## config.mk

```make
export PLATFORM = sky130hd
export DESIGN_NAME = ctp_timer
export DESIGN_NICKNAME = d
export VERILOG_FILES = /design/src/logic/ctp_pkg.sv /design/src/logic/ctp_timer.sv
export SDC_FILE = /design/constraint.sdc
export NUM_CORES = 1
export LEC_CHECK = 0
export BUFFER_PORTS_ARGS = -buffer_cell sky130_fd_sc_hd__buf_2
export CAP_MARGIN = 20
export CORE_ASPECT_RATIO = 0.7
export CORE_MARGIN = 5
export CORE_UTILIZATION = 62
export CTS_CLUSTER_DIAMETER = 100
export CTS_CLUSTER_SIZE = 28
export DETAILED_ROUTE_END_ITERATION = 12
export GPL_TIMING_DRIVEN = 0
export PLACE_DENSITY = 0.81
export SLEW_MARGIN = 40
export SYNTH_ARGS = -nofsm -noshare
export SYNTH_HDL_FRONTEND = slang
export SYNTH_SLANG_ARGS = --single-unit
```

## constraint.sdc

```tcl
create_clock -name core_clk -period 14.65 [get_ports core_clk]
set_clock_uncertainty 0.2 [all_clocks]
set_input_delay 1.465 -clock core_clk [delete_from_list [all_inputs] [get_ports core_clk]]
set_output_delay 1.465 -clock core_clk [all_outputs]
set_load 0.01 [all_outputs]
```

## src/logic/ctp_pkg.sv

```systemverilog
// package: register map, field positions, modes and output functions of the compact timer
package ctp_pkg;
   // ================================================================
   // register offsets (byte-wide registers on a plain port)
   localparam logic [2:0] ADDR_CTRL0 = 3'h0;
   localparam logic [2:0] ADDR_CTRL1 = 3'h1;
   localparam logic [2:0] ADDR_CNT_LO = 3'h2;
   localparam logic [2:0] ADDR_CNT_HI = 3'h3;
   localparam logic [2:0] ADDR_CMPA_LO = 3'h4;
   localparam logic [2:0] ADDR_CMPA_HI = 3'h5;
   localparam logic [2:0] ADDR_PERIOD = 3'h6;
   localparam logic [2:0] ADDR_FLAGS = 3'h7;
   // ================================================================
   // control register 0 fields
   localparam int CTRL0_PAUSE = 7;
   localparam int CTRL0_ENABLE = 3;
   // control register 1 fields (timer_control_one)
   localparam int CTRL1_MODE_HI = 7;
   localparam int CTRL1_MODE_LO = 6;
   localparam int CTRL1_FUNC_HI = 5;
   localparam int CTRL1_FUNC_LO = 4;
   localparam int CTRL1_INIT = 3;
   localparam int CTRL1_INVERT = 2;
   localparam int CTRL1_SWAP = 1;
   localparam int CTRL1_CLRSEL = 0;
   // flag register fields, write one to clear
   localparam int FLAG_A = 0;
   localparam int FLAG_P = 1;
   localparam logic [7:0] RESET_BYTE = 8'h00;
   localparam logic [15:0] RESET_WORD = 16'h0000;
   localparam logic [15:0] COUNT_MAX = 16'hFFFF;
   // ================================================================
   typedef enum logic [1:0] {
      MODE_COMPARE = 2'b00,
      MODE_UNDEF = 2'b01,
      MODE_PWM = 2'b10,
      MODE_TIMER = 2'b11
   } ctp_mode_type;
   typedef enum logic [1:0] {
      FUNC_00 = 2'b00,
      FUNC_01 = 2'b01,
      FUNC_10 = 2'b10,
      FUNC_11 = 2'b11
   } ctp_func_type;
endpackage

```

## src/logic/ctp_timer.sv

```systemverilog
// compact 16-bit timer with compare output, timer/counter and edge-aligned pwm modes
// Function
// - output_invert high inverts the pin; no effect in timer mode.
// - swap 0: period value sets period, compare A duty; swap 1 reversed.
// - clear_select 1 clears the counter on comparator A match.
// - clear_select 0 clears on P match, or overflow when period value zero.
// - pwm mode ignores clear_select completely.
// - counter readable as low and high read-only bytes, reset zero.
// - compare A held in low and high read/write bytes, reset zero.
// - period value matches counter bits 15..8; zero means 65536 clocks.
// - mode bits: 00 compare output, 10 pwm, 11 timer/counter.
// - compare mode, clear_select 0: both A and P flags raised on matches.
// - compare mode, clear_select 1: only the A flag, never P.
// - clear_select 1, compare A zero: overflow at FFFF, no A flag.
// - compare mode: pin changes only on comparator A match or enable rise.
// - compare mode: pin loads initial level on enable rise; func 00 no change.
// - timer mode counts and flags like compare mode, pin not driven.
// - pwm: one compare clears the counter, the other sets duty.
// - pwm: separate flag for comparator A and P matches.
// - pwm: initial bit picks active level, func forces or enables, invert reverses.
// - swap 0: period value times 256 (0 is 65536), duty >= period gives 100%.
// - swap 1: period from compare A, duty from period value times 256.
// - pwm counting and compares continue while output is forced.
// - enable rise zeroes counter and resets compare-mode pin; fall keeps count.
// - compare mode func: 00 none, 01 low, 10 high, 11 toggle.
// - pwm func: 00 inactive, 01 active, 10 waveform, 11 undefined.
module ctp_timer #(
   parameter int CNT_W = 16
) (
   input wire logic core_clk,
   input wire logic sys_rst,
   input wire logic count_tick,
   input wire logic [2:0] reg_addr,
   input wire logic [7:0] reg_wdata,
   input wire logic reg_wr,
   input wire logic reg_rd,
   output logic [7:0] reg_rdata,
   output logic timer_output_pin,
   output logic timer_output_pin_oe_n,
   output logic match_a_flag,
   output logic match_p_flag,
   output logic [2:0] clock_select
);
   // ================================================================
   // registers
   logic [7:0] ctrl0_q;
   logic [7:0] ctrl1_q;
   logic [CNT_W-1:0] compare_a_value;
   logic [7:0] period_compare_value;
   logic [CNT_W-1:0] count_q;
   logic [CNT_W-1:0] count_d;
   logic enable_q;
   logic out_q;
   logic out_d;
   logic flag_a_q;
   logic flag_p_q;
   logic [7:0] rdata_q;

   logic timer_enable_bit;
   logic pause;
   logic output_invert;
   logic period_duty_swap;
   logic clear_select;
   logic output_initial_level;
   ctp_pkg::ctp_mode_type mode;
   ctp_pkg::ctp_func_type func;

   assign timer_enable_bit = ctrl0_q[ctp_pkg::CTRL0_ENABLE];
   assign pause = ctrl0_q[ctp_pkg::CTRL0_PAUSE];
   assign clock_select = ctrl0_q[6:4];
   assign mode = ctp_pkg::ctp_mode_type'({ctrl1_q[ctp_pkg::CTRL1_MODE_HI],
                                          ctrl1_q[ctp_pkg::CTRL1_MODE_LO]});
   assign func = ctp_pkg::ctp_func_type'({ctrl1_q[ctp_pkg::CTRL1_FUNC_HI],
                                          ctrl1_q[ctp_pkg::CTRL1_FUNC_LO]});
   assign output_initial_level = ctrl1_q[ctp_pkg::CTRL1_INIT];
   assign output_invert = ctrl1_q[ctp_pkg::CTRL1_INVERT];
   assign period_duty_swap = ctrl1_q[ctp_pkg::CTRL1_SWAP];
   assign clear_select = ctrl1_q[ctp_pkg::CTRL1_CLRSEL];

   // ================================================================
   // register writes
   always_ff @(posedge core_clk) begin
      if (sys_rst) begin
         ctrl0_q <= ctp_pkg::RESET_BYTE;
         ctrl1_q <= ctp_pkg::RESET_BYTE;
         compare_a_value <= ctp_pkg::RESET_WORD;
         period_compare_value <= ctp_pkg::RESET_BYTE;
      end else if (reg_wr) begin
         unique case (reg_addr)
            ctp_pkg::ADDR_CTRL0: ctrl0_q <= {reg_wdata[7:3], 3'h0};
            ctp_pkg::ADDR_CTRL1: ctrl1_q <= reg_wdata;
            ctp_pkg::ADDR_CMPA_LO: compare_a_value[7:0] <= reg_wdata;
            ctp_pkg::ADDR_CMPA_HI: compare_a_value[15:8] <= reg_wdata;
            ctp_pkg::ADDR_PERIOD: period_compare_value <= reg_wdata;
            default: ;
         endcase
      end
   end

   // ================================================================
   // comparators
   logic tick;
   logic enable_rise;
   logic match_a;
   logic match_p;
   logic at_max;
   logic pwm_mode;
   logic [16:0] period_full;
   logic [16:0] duty_val;
   logic [16:0] period_val;

   assign enable_rise = timer_enable_bit & ~enable_q;
   assign tick = timer_enable_bit & ~pause & count_tick & ~enable_rise;
   assign pwm_mode = (mode == ctp_pkg::MODE_PWM);
   // period byte scales by 256; zero stands for a full 65536-clock span
   assign period_full = (period_compare_value == 8'h00) ? 17'h10000
                        : {1'b0, period_compare_value, 8'h00};
   // matches are taken on the count reached by this tick
   logic [CNT_W-1:0] count_inc;
   assign count_inc = count_q + 16'h0001;
   assign at_max = (count_q == ctp_pkg::COUNT_MAX);
   // zero compare A never matches: the incremented count only reaches zero through overflow
   assign match_a = tick && (compare_a_value != 16'h0000)
                    && (count_inc == compare_a_value);
   assign match_p = tick && (period_compare_value != 8'h00)
                    && (count_inc[15:8] == period_compare_value)
                    && (count_inc[7:0] == 8'h00);
   assign period_val = period_duty_swap ? {1'b0, compare_a_value} : period_full;
   assign duty_val = period_duty_swap ? period_full : {1'b0, compare_a_value};

   // ================================================================
   // counter
   always_comb begin
      count_d = count_q;
      if (enable_rise) begin
         count_d = '0;
      end else if (tick) begin
         count_d = count_inc;
         if (pwm_mode) begin
            // pwm period end, clear_select unused here
            if (period_duty_swap ? match_a : match_p) begin
               count_d = '0;
            end
         end else if (clear_select) begin
            if (match_a) begin
               count_d = '0;
            end
         end else if (match_p) begin
            count_d = '0;
         end
      end
   end

   always_ff @(posedge core_clk) begin
      if (sys_rst) begin
         count_q <= ctp_pkg::RESET_WORD;
         enable_q <= 1'b0;
      end else begin
         count_q <= count_d;
         enable_q <= timer_enable_bit;
      end
   end

   // ================================================================
   // interrupt request flags; set wins over a same-cycle clear
   logic set_a;
   logic set_p;
   logic clr_a;
   logic clr_p;
   assign set_a = match_a;
   assign set_p = pwm_mode ? match_p : (match_p & ~clear_select);
   assign clr_a = reg_wr && (reg_addr == ctp_pkg::ADDR_FLAGS) && reg_wdata[ctp_pkg::FLAG_A];
   assign clr_p = reg_wr && (reg_addr == ctp_pkg::ADDR_FLAGS) && reg_wdata[ctp_pkg::FLAG_P];

   always_ff @(posedge core_clk) begin
      if (sys_rst) begin
         flag_a_q <= 1'b0;
         flag_p_q <= 1'b0;
      end else begin
         flag_a_q <= set_a | (flag_a_q & ~clr_a);
         flag_p_q <= set_p | (flag_p_q & ~clr_p);
      end
   end
   assign match_a_flag = flag_a_q;
   assign match_p_flag = flag_p_q;

   // ================================================================
   // output level (before polarity)
   logic pwm_active;
   // duty at or above period keeps the waveform active the whole period
   assign pwm_active = ({1'b0, count_d} < duty_val) || (duty_val >= period_val);

   always_comb begin
      out_d = out_q;
      unique case (mode)
         ctp_pkg::MODE_COMPARE: begin
            if (enable_rise) begin
               out_d = output_initial_level;
            end else if (match_a) begin
               unique case (func)
                  ctp_pkg::FUNC_00: out_d = out_q;
                  ctp_pkg::FUNC_01: out_d = 1'b0;
                  ctp_pkg::FUNC_10: out_d = 1'b1;
                  ctp_pkg::FUNC_11: out_d = ~out_q;
               endcase
            end
         end
         ctp_pkg::MODE_PWM: begin
            unique case (func)
               ctp_pkg::FUNC_00: out_d = ~output_initial_level;
               ctp_pkg::FUNC_01: out_d = output_initial_level;
               ctp_pkg::FUNC_10: out_d = pwm_active ? output_initial_level
                                                    : ~output_initial_level;
               ctp_pkg::FUNC_11: out_d = out_q;
            endcase
         end
         default: out_d = out_q;
      endcase
   end

   always_ff @(posedge core_clk) begin
      if (sys_rst) begin
         out_q <= 1'b0;
      end else begin
         out_q <= out_d;
      end
   end

   // timer/counter and undefined modes release the pin to other functions
   logic pin_q;
   logic oe_n_q;
   always_ff @(posedge core_clk) begin
      if (sys_rst) begin
         pin_q <= 1'b0;
         oe_n_q <= 1'b1;
      end else begin
         pin_q <= out_d ^ output_invert;
         oe_n_q <= (mode == ctp_pkg::MODE_TIMER) || (mode == ctp_pkg::MODE_UNDEF);
      end
   end
   assign timer_output_pin = pin_q;
   assign timer_output_pin_oe_n = oe_n_q;

   // ================================================================
   // read port, data in the cycle after the strobe
   always_ff @(posedge core_clk) begin
      if (sys_rst) begin
         rdata_q <= ctp_pkg::RESET_BYTE;
      end else if (reg_rd) begin
         unique case (reg_addr)
            ctp_pkg::ADDR_CTRL0: rdata_q <= ctrl0_q;
            ctp_pkg::ADDR_CTRL1: rdata_q <= ctrl1_q;
            ctp_pkg::ADDR_CNT_LO: rdata_q <= count_q[7:0];
            ctp_pkg::ADDR_CNT_HI: rdata_q <= count_q[15:8];
            ctp_pkg::ADDR_CMPA_LO: rdata_q <= compare_a_value[7:0];
            ctp_pkg::ADDR_CMPA_HI: rdata_q <= compare_a_value[15:8];
            ctp_pkg::ADDR_PERIOD: rdata_q <= period_compare_value;
            ctp_pkg::ADDR_FLAGS: rdata_q <= {6'h00, flag_p_q, flag_a_q};
         endcase
      end else begin
         rdata_q <= ctp_pkg::RESET_BYTE;
      end
   end
   assign reg_rdata = rdata_q;
endmodule

```

==> impl_metrics.toml, run 1 <==
[setup_path]
kind_of_critical_path = "in -> reg"
critical_path.reg2reg.endpoint = "timer_output_pin"
worst_r2r_path_depth = 23
cp-end-kind = "flop"
worstPathCellList = "buf_2 -> and4b_1 -> clkbuf_1 -> and3_1 -> o311ai_0 -> a2111oi_0 -> nand4b_1 -> o32ai_2 -> buf_4 -> nor2_1 -> buf_2 -> nand2_1 -> a21oi_1 -> ha_1 -> a2111oi_0 -> o21ai_0 -> a31oi_1 -> o21a_1 -> o21a_1 -> and3_1 -> mux2i_1 -> a21oi_2 -> mux2_1"
rrSetupSlack_ps = 8040
critical-path-slowest-cell = "sky130_fd_sc_hd__clkbuf_1"
worstPathRequired_ps = 14680
critPathLaunchType = "input pin"
max_stage_delay_ps = 560
beginning_of_the_critical_path = "count_tick"
worstPathArrival_ps = 7080
reg2reg_from = "count_q[1]"
cp_max_fo = 10

[run_status]
outcome = "finished, final reports clean"

[layout]
drive_above_1_share_pct = 13.00
final_net_count = 767
ant_cells = 0
layout_commonest_cell = "sky130_fd_sc_hd__nand2_1"
most-common-layout-cells = "93 x sky130_fd_sc_hd__nand2_1, 67 x sky130_fd_sc_hd__dfxtp_1, 65 x sky130_fd_sc_hd__a21oi_1"
syn_to_final_growth_pct = 10.67
fill_cells = 717
utilization_pct = 69.61

[clock_network]
clock_insertion_delay_worst_skew_ps = 350
ctsHtreeMaxLevel = 3
cts-root-to-sink-buffers = 2
post_cts_resize_count = 0
post_cts_buffers = 0
cts_made_buffers = 9
clock-sinks = 67
root_buffer = "sky130_fd_sc_hd__clkbuf_16"
worst_setup_hold_path_clk_slew_ps = 60
postCtsHoldBufs = 0
cts_tree = "built"

[sta]
fmaxAchievable_mhz = 142.0
fin_crit_ps = 7043
rsz0062_at_grt = "false"
finalSetupViolations = 0
worst_pin_slew_ps = 784.3
final_max_slew_viol_count = 0
timing.setup.tns_ps = 0
worst_slew_margin_rel_pct = 47.58
fin_crit_sh_pct = 48.08
hold_violations = 0

[pwr]
gate_power_share_pct = 11.2
power_frac_seq_pct = 41.5
switching_share_pct = 28.83
power_leakage_nw = 2.215
power.share.clock_pct = 47.2
p_per_area_mw_per_mm2 = 78.16
highest_ir_drop_seen_on_vdd_mv = 0.05947
switchingPower_mw = 0.1313
internal_power_mw = 0.3242

[die]
placementRows = 28
core_area_sq_mm = 0.008373
start_util_pct = 62.90
die_area_sq_mm = 0.01047
ios = 31
die_width_um = 120.2
die_y_um = 87.11

[synth]
yosys_warnings = 0
seq_total_area_yosys_pct = 25.47
synth-main-ff-cell = "sky130_fd_sc_hd__dfxtp_1"
syn-cell-area_sq_mm = 0.005266
syn_area_per_cell_sq_um = 7.655
yosys_register_bits = 67
syn_nets = 729
yosys_cell_types = 78
synthCells = 688
synth-edff-count = 0
synth_async_sr_flop_share_pct = 0

[routing]
route.final.wire_length_um = 18960
drt_iter0_markers = 802
ant_nets = 0
firstDrtPassIters = 6
route.vias.total = 5697
detailed_route_wire_length_per_cell_um = 22.68
drt_drc_violations_left = 0
via_per_inst = 6.815

[worst_hold_path]
worstHoldPathType = "reg -> reg"
hold_start = "ctrl0_q[6]"
min_delay_path_depth = 2
min_to = "ctrl0_q[6]"

[global_routing]
grt_antenna_before_repair = 0
globalRoute.totalOverflow = 0
first_pass_grt_wire_length_um = 29570
grt_start_max_net_pins = 14
number_of_global_route_vias_before_repair = 5272
grtUsageTotal_pct = 37.21

[run]
max-cap-violations = 0

[placed_design]
io_buffers = 27
dp_hpwl_um = 14150
gp_congestion = 0.9961
how the worst max path moves through the flow:
| stage | endpoint | slack, ps | depth (start not counted) |
|---|---|---|---|
| 3_5_place_dp | timer_output_pin | 7700 | 23 |
| 3_3_place_gp | timer_output_pin | 7740 | 23 |
| 2_1_floorplan | timer_output_pin | 9010 | 22 |
| 4_1_cts | timer_output_pin | 7900 | 23 |
| 5_1_grt | timer_output_pin | 7390 | 23 |
| 6_report | timer_output_pin | 7610 | 23 |
critical path, delay by kind of cell:
kind,cells,cell delay (ps)
compound gates,10,2470
buf+inv,4,1170
simple gates,6,1170
mux,2,420
fa+ha+maj,1,360
cell usage after synthesis (all sizes together), types with 19 or more instances:
master  count  share of area, %
inv        20               1.4
a21oi      66               6.3
nor2       58               4.1
mux2i      26               4.9
clkbuf     33               2.4
buf        23               2.6
xnor2      19               3.2
nand3      26               2.8
dfxtp      67                25
o21ai      37               3.5
ha         25               5.9
nand2      94               6.7
power by group through the flow:
stage                     logic [mW]  clock network (mW)  registers [mW]
after global placement        0.0470                   0           0.193
after CTS                     0.0484               0.215           0.189
after detailed placement      0.0479                   0           0.193
after floorplan               0.0319                   0           0.192
final                         0.0511               0.215           0.189
after global routing          0.0544               0.224           0.189
stage by stage:
step / hold WS [ps] / worst slack, ps / area, sq um / std cells / total power [mW]
floorplan: 271.0 / 9010 / 5266 / 688 / 0.2239
global placement: 304.8 / 7743 / 5533 / 820 / 0.2399
detailed placement: 317.9 / 7702 / 5534 / 820 / 0.2409
CTS: 334.8 / 7899 / 5822 / 836 / 0.4521
global route: 364.8 / 7391 / 5828 / 836 / 0.4677
finish: 333.0 / 7607 / 5828 / 836 / 0.4556
cell type report:
| class | count | area, sq um | area share, % |
|---|---|---|---|
| timing repair buffer | 27 | 135.1 | 2.319 |
| clock buffer | 10 | 239.0 | 4.100 |
| sequential | 67 | 1341 | 23.01 |
| tap | 105 | 131.4 | 2.254 |
| buffer | 56 | 260.3 | 4.465 |
| clock inverter | 6 | 48.80 | 0.8373 |
| multi-input combinational | 545 | 3597 | 61.72 |
| inverter | 20 | 75.07 | 1.288 |
logic make-up (layout without fill, tap and decap cells):
logic type	after synthesis	count (layout)	synth area share, %
and+or+nand+nor	280	280	28.08
AOI/OAI and AO/OA	172	172	21.12
buffers and inverters	76	119	6.367
DFF	67	67	25.47
muxes	39	39	7.935
xor gates and xnor gates	29	29	5.084
adders and majority gates	25	25	5.940
layer usage:
| metal | vias up | routed length [um] | track usage [%] |
|---|---|---|---|
| met4 | 0 | 575 | 12.79 |
| li1 | 2563 | - | - |
| met5 | - | 0 | 0 |
| met1 | 2610 | 7707 | 51.80 |
| met3 | 69 | 3117 | 15.26 |
| met2 | 455 | 7562 | 51.73 |
state kept, by name, summed over array words and instances, names as in the netlist:
name and count:
compare_a_value 16, count_q 16, ctrl0_q 5, ctrl1_q 8
enable_q 1, match_a_flag 1, match_p_flag 1, out_q 1
period_compare_value 8, reg_rdata 8, timer_output_pin 1, timer_output_pin_oe_n 1
No activity file was read; power rests on OpenSTA's default activity.
==> inputs of run 2 (changes only) <==
--- a/config.mk
+++ b/config.mk
@@ -5,16 +5,17 @@
 export SDC_FILE = /design/constraint.sdc
 export NUM_CORES = 1
 export LEC_CHECK = 0
+export ABC_AREA = 1
 export BUFFER_PORTS_ARGS = -buffer_cell sky130_fd_sc_hd__buf_2
 export CAP_MARGIN = 20
 export CORE_ASPECT_RATIO = 0.7
 export CORE_MARGIN = 5
-export CORE_UTILIZATION = 62
+export CORE_UTILIZATION = 56
 export CTS_CLUSTER_DIAMETER = 100
 export CTS_CLUSTER_SIZE = 28
 export DETAILED_ROUTE_END_ITERATION = 12
 export GPL_TIMING_DRIVEN = 0
-export PLACE_DENSITY = 0.81
+export PLACE_DENSITY = 0.78
 export SLEW_MARGIN = 40
 export SYNTH_ARGS = -nofsm -noshare
 export SYNTH_HDL_FRONTEND = slang
==> constraint.sdc (replaced) <==
create_clock -name core_clk -period 6 [get_ports core_clk]
set_clock_uncertainty 0.2 [all_clocks]
set_input_delay 0.6 -clock core_clk [delete_from_list [all_inputs] [get_ports core_clk]]
set_output_delay 0.6 -clock core_clk [all_outputs]
set_load 0.01 [all_outputs]
==> impl_metrics.toml, run 2 <==
[placed_design]
dp_hpwl_um = 14040
gp_congestion = 0.9868
io_buffers = 30

[global_routing]
grt_start_max_net_pins = 13
globalRoute.totalOverflow = 0
grtUsageTotal_pct = 34.10
first_pass_grt_wire_length_um = 26810
number_of_global_route_vias_before_repair = 5020
grt_antenna_before_repair = 0

[setup_path]
critPathLaunchType = "flop"
total_buffers_and_inverters_traversed_by_the_critical_path = 4
critical-path-slowest-cell = "sky130_fd_sc_hd__dfxtp_1"
kind_of_cell_with_the_highest_combined_delay_on_the_critical_path = "simple AND/OR/NAND/NOR gates"
cp-end-kind = "flop"
worstPathArrival_ps = 5630
kind_of_critical_path = "reg -> reg"
worstPathRequired_ps = 6070
critPathMostFrequentCell = "sky130_fd_sc_hd__nand2_1"
worst_r2r_path_depth = 34
path_depth = 34
max_stage_delay_ps = 510
cp_max_fo = 10

[sta]
worst_slew_margin_rel_pct = 49.95
fin_crit_ps = 5560
timing.setup.tns_ps = 0
hold_violations = 0
rsz0062_at_grt = "false"
final_max_slew_viol_count = 0
finalSetupViolations = 0
worst_pin_slew_ps = 750.7
fin_crit_sh_pct = 92.66
fmaxAchievable_mhz = 179.9

[synth]
synth-main-ff-cell = "sky130_fd_sc_hd__dfxtp_1"
seq_total_area_yosys_pct = 28.41
yosys.area.top_type = "sky130_fd_sc_hd__dfxtp_1"
syn-cell-area_sq_mm = 0.004721
synth_most_common_cell = "sky130_fd_sc_hd__nand2_1"
yosys-top-cells-count = "184 x sky130_fd_sc_hd__nand2_1, 95 x sky130_fd_sc_hd__inv_1, 67 x sky130_fd_sc_hd__dfxtp_1, 67 x sky130_fd_sc_hd__nor2_1, 67 x sky130_fd_sc_hd__o21ai_0"
synth-edff-count = 0
synth_async_sr_flop_share_pct = 0
syn_area_per_cell_sq_um = 6.261
synthCells = 754
yosys_register_bits = 67
synth_top_area_share_pct = 28.41
yosys_cell_types = 40
syn_nets = 795
yosys_warnings = 0
netlist_top_cells_area = "sky130_fd_sc_hd__dfxtp_1 28%, sky130_fd_sc_hd__nand2_1 15%, sky130_fd_sc_hd__inv_1 7.6%"

[pwr]
power_leakage_nw = 2.311
highest_ir_drop_seen_on_vdd_mv = 0.1637
power_mw = 1.163
p_per_area_mw_per_mm2 = 218.8

[clock_network]
cts_tree = "built"
clock-sinks = 67
ctsHtreeMaxLevel = 3
cts_made_buffers = 9
cts-root-to-sink-buffers = 2
post_cts_buffers = 0
clock_insertion_delay_worst_skew_ps = 340
root_buffer = "sky130_fd_sc_hd__clkbuf_16"
worst_setup_hold_path_clk_slew_ps = 60

[die]
ios = 31
die_area_sq_mm = 0.01040
core_area_sq_mm = 0.008338
die_width_um = 119.7
start_util_pct = 56.62
die_y_um = 86.82
placementRows = 28

[layout]
layout_commonest_cell = "sky130_fd_sc_hd__nand2_1"
ant_cells = 0
drive_above_1_share_pct = 8.750
fill_cells = 772
final_net_count = 836
most-common-layout-cells = "183 x sky130_fd_sc_hd__nand2_1, 95 x sky130_fd_sc_hd__inv_1, 67 x sky130_fd_sc_hd__nor2_1, 67 x sky130_fd_sc_hd__o21ai_0, 67 x sky130_fd_sc_hd__dfxtp_1"
largestRegisters = "compare_a_value (16), count_q (16)"
syn_to_final_growth_pct = 12.56

[routing]
via_per_inst = 6.190
detailed_route_wire_length_per_cell_um = 19.62
ant_nets = 0
route.vias.total = 5602
route.final.wire_length_um = 17750
drt_drc_violations_left = 0
drt_iter0_markers = 747
firstDrtPassIters = 5

[worst_hold_path]
worstHoldPathType = "reg -> reg"
min_delay_path_depth = 2

[run]
max-cap-violations = 0

[run_status]
outcome = "finished, final reports clean"
==> run 2: cell types whose count changed in the layout (fill, tap and decap cells not counted), moves of 9 or more <==
cell                       delta
sky130_fd_sc_hd__inv_1       +75
sky130_fd_sc_hd__nor2_1       +9
sky130_fd_sc_hd__mux2i_1     -26
sky130_fd_sc_hd__nand4_1      +9
sky130_fd_sc_hd__mux2_2      -10
sky130_fd_sc_hd__nor2b_1     -14
sky130_fd_sc_hd__nor3_1      +10
sky130_fd_sc_hd__xnor2_1     -18
sky130_fd_sc_hd__o21ai_0     +30
sky130_fd_sc_hd__nand2_1     +90
sky130_fd_sc_hd__nand3_1     +31
sky130_fd_sc_hd__o22ai_1     +10
sky130_fd_sc_hd__clkbuf_1    -14
==> run 2: routing by layer <==
| metal | part of all wire, % | global-route usage, % |
|---|---|---|
| met5 | 0 | 0 |
| met4 | 2.4 | 11.23 |
| met3 | 15 | 12.98 |
| met2 | 41 | 48.92 |
| met1 | 42 | 47.10 |
==> run 2: area by class of cell <==
type	instances	area (sq um)	share of cell area, %
flip-flops and latches	67	1341	25.24
multi-input cells	566	2922	54.98
plain buffers	23	97.59	1.837
clock buffers	10	239.0	4.497
inverters	98	367.9	6.923
repair buffers	30	150.1	2.826
clock inverters	6	65.06	1.224
well taps	105	131.4	2.472
==> run 2: where the power goes <==
group | internal (mW) | switching, mW | leakage, nW
Combinational | 0.0438 | 0.102 | 1.62
Clock | 0.333 | 0.216 | 0.148
Sequential | 0.456 | 0.0124 | 0.543
==> run 2: logic make-up (layout without fill, tap and decap cells) <==
group	count (synthesis)	count (layout)	synth area share [%]
flip-flops	67	67	28.41
adder cells (fa/ha/maj)	25	25	6.626
buffers and inverters	121	167	9.859
AO/OA/AOI/OAI	158	158	18.16
XOR/XNOR	3	3	0.8482
AND/OR/NAND/NOR	380	380	36.10
==> run 2: worst paths after layout <==
kind	slack, ps	end	from
worst max-delay path	440	timer_output_pin	count_q[1]
worst min-delay path	290	match_p_flag	match_p_flag
worst max register to register	440	timer_output_pin	count_q[1]
worst min register to register	290	match_p_flag	match_p_flag
==> run 2: tightest hold or removal path, cell delays in order (launching register included) <==
cell and delay (ps):
sky130_fd_sc_hd__dfxtp_1 320, sky130_fd_sc_hd__nand2_1 70, sky130_fd_sc_hd__a21oi_1 60
==> run 2: per-stage QoR <==
step           cell area (sq um)  utilization (%)  cells  hold WS [ps]  setup slack, ps
5_1_grt                     5314            63.73    905         315.7            117.9
3_3_place_gp                5002            59.99    889         270.9            857.2
6_report                    5314            63.73    905         287.9            440.2
3_5_place_dp                5002            59.99    889         274.7            583.6
2_1_floorplan               4721                -    754         243.7             2154
4_1_cts                     5306            63.64    905         283.1            549.8
==> run 2: repair_timing <==
item / CTS / global route
setup endpoints to repair: 0 / 1
hold buffers: 0 / 0
endpoints found under the hold margin: 0 / 0
resized for setup: 0 / 1
==> inputs of run 3 (changes only) <==
--- a/config.mk
+++ b/config.mk
@@ -9,7 +9,6 @@
 export BUFFER_PORTS_ARGS = -buffer_cell sky130_fd_sc_hd__buf_2
 export CAP_MARGIN = 20
 export CORE_ASPECT_RATIO = 0.7
-export CORE_MARGIN = 5
 export CORE_UTILIZATION = 56
 export CTS_CLUSTER_DIAMETER = 100
 export CTS_CLUSTER_SIZE = 28
==> impl_metrics.toml, run 3 (synthesized netlist as in run 2, its figures left out) <==
[run_status]
outcome = "complete, but fails checks"
failing_checks = "design-rule violations"

[global_routing]
number_of_global_route_vias_before_repair = 4918
first_pass_grt_wire_length_um = 26550
grt_antenna_before_repair = 0
grt_start_max_net_pins = 14
globalRoute.totalOverflow = 0
grtUsageTotal_pct = 40.35

[placed_design]
io_buffers = 30
dp_hpwl_um = 13720
gp_congestion = 1.031
placement.setup.worst_slack_ps = 694.4

[die]
die_area_sq_mm = 0.008807
start_util_pct = 58.96
die_width_um = 111.7
die_y_um = 78.82
core_area_sq_mm = 0.008006
placementRows = 27
ios = 31

[sta]
holdWs_ps = 283.4
fin_crit_sh_pct = 93.16
rsz0062_at_grt = "false"
worst_slack_setup_final_ps = 410.4
fin_crit_ps = 5590
timing.setup.tns_ps = 0
hold_violations = 0
finalSetupViolations = 0
worst_pin_slew_ps = 712.9
fmaxAchievable_mhz = 178.9
final_max_slew_viol_count = 0
worst_slew_margin_rel_pct = 52.48

[clock_network]
post_cts_buffers = 0
cts_tree = "built"
worst_setup_hold_path_clk_slew_ps = 60
clock_insertion_delay_worst_skew_ps = 340
cts_made_buffers = 9
post_cts_resize_count = 0
root_buffer = "sky130_fd_sc_hd__clkbuf_16"
postCtsHoldBufs = 0
cts-root-to-sink-buffers = 2
clock-sinks = 67
ctsHtreeMaxLevel = 3

[routing]
route.vias.total = 5674
drt_iter0_markers = 739
route.final.wire_length_um = 17450
drt_drc_violations_left = 2
detailed_route_wire_length_per_cell_um = 19.37
via_per_inst = 6.297
firstDrtPassIters = 10
ant_nets = 0

[pwr]
power_frac_seq_pct = 41.3
highest_ir_drop_seen_on_vdd_mv = 0.1861
gate_power_share_pct = 13.1
p_per_area_mw_per_mm2 = 214.0
power.share.clock_pct = 45.6
internal_power_mw = 0.7943
switching_share_pct = 29.84
power_leakage_nw = 2.295
switchingPower_mw = 0.3378

[setup_path]
beginning_of_the_critical_path = "count_q[1]"
reg2reg_from = "count_q[1]"
cp-end-kind = "flop"
rrSetupSlack_ps = 410
critical-path-slowest-cell = "sky130_fd_sc_hd__a2111oi_0"
critPathMostFrequentCell = "sky130_fd_sc_hd__nand2_1"
max_stage_delay_ps = 530
worstPathRequired_ps = 6060
critPathLaunchType = "flop"
critical_path.reg2reg.endpoint = "timer_output_pin"
cp_max_fo = 10
worstPathArrival_ps = 5650
kind_of_critical_path = "reg -> reg"
worst_r2r_path_depth = 34

[layout]
syn_to_final_growth_pct = 12.06
layout_commonest_cell = "sky130_fd_sc_hd__nand2_1"
drive_above_1_share_pct = 8.625
fill_cells = 733
utilization_pct = 66.07
final_net_count = 836
largestRegisters = "compare_a_value (16), count_q (16)"
most-common-layout-cells = "184 x sky130_fd_sc_hd__nand2_1, 95 x sky130_fd_sc_hd__inv_1, 67 x sky130_fd_sc_hd__nor2_1, 67 x sky130_fd_sc_hd__o21ai_0, 67 x sky130_fd_sc_hd__dfxtp_1"
ant_cells = 0

[worst_hold_path]
worstHoldPathType = "reg -> reg"
min_to = "ctrl0_q[5]"
hold_start = "ctrl0_q[5]"
min_delay_path_depth = 2

[run]
max-cap-violations = 0
==> run 3: power by group through the flow <==
stage	logic [mW]	clock network (mW)	registers [mW]
2_1_floorplan	0.0888	0	0.473
6_report	0.148	0.517	0.467
3_5_place_dp	0.139	0	0.476
4_1_cts	0.140	0.515	0.466
5_1_grt	0.160	0.534	0.468
3_3_place_gp	0.136	0	0.476
==> run 3: critical path: cells and delay by family (launching register included) <==
family	cells	cell delay, ps
AOI/OAI and AO/OA	3	830
adders and majority gates	2	570
buffers and inverters	4	430
DFF	1	480
and+or+nand+nor	25	3010
==> run 3: per-stage QoR <==
| step | instances | instance area [sq um] | total power, mW |
|---|---|---|---|
| floorplan | 754 | 4721 | 0.5613 |
| global placement | 885 | 4997 | 0.6119 |
| detailed placement | 885 | 4997 | 0.6156 |
| CTS | 901 | 5285 | 1.121 |
| global route | 901 | 5290 | 1.161 |
| finish | 901 | 5290 | 1.132 |
==> run 3: worst max-delay path by stage <==
stage,to,cells past startpoint,slack [ps]
floorplan,timer_output_pin,33,2150
global placement,timer_output_pin,34,770
detailed placement,timer_output_pin,34,690
CTS,timer_output_pin,34,660
global route,timer_output_pin,34,150
finish,timer_output_pin,34,410
==> run 3: cell type report <==
| class | count | area [sq um] | share of cell area [%] |
|---|---|---|---|
| Buffer | 23 | 97.59 | 1.845 |
| Clock buffer | 10 | 239.0 | 4.518 |
| Clock inverter | 6 | 48.80 | 0.9224 |
| Inverter | 98 | 367.9 | 6.954 |
| Multi-Input combinational cell | 566 | 2919 | 55.18 |
| Sequential cell | 67 | 1341 | 25.35 |
| Tap cell | 101 | 126.4 | 2.389 |
| Timing Repair Buffer | 30 | 150.1 | 2.838 |
==> run 3: layer usage <==
layer,vias to the layer above,track usage (%),wire [um]
met1,2571,57.13,7445
met4,0,16.76,615
li1,2615,-,-
met2,429,58.26,6864
met5,-,0,0
met3,59,9.695,2523
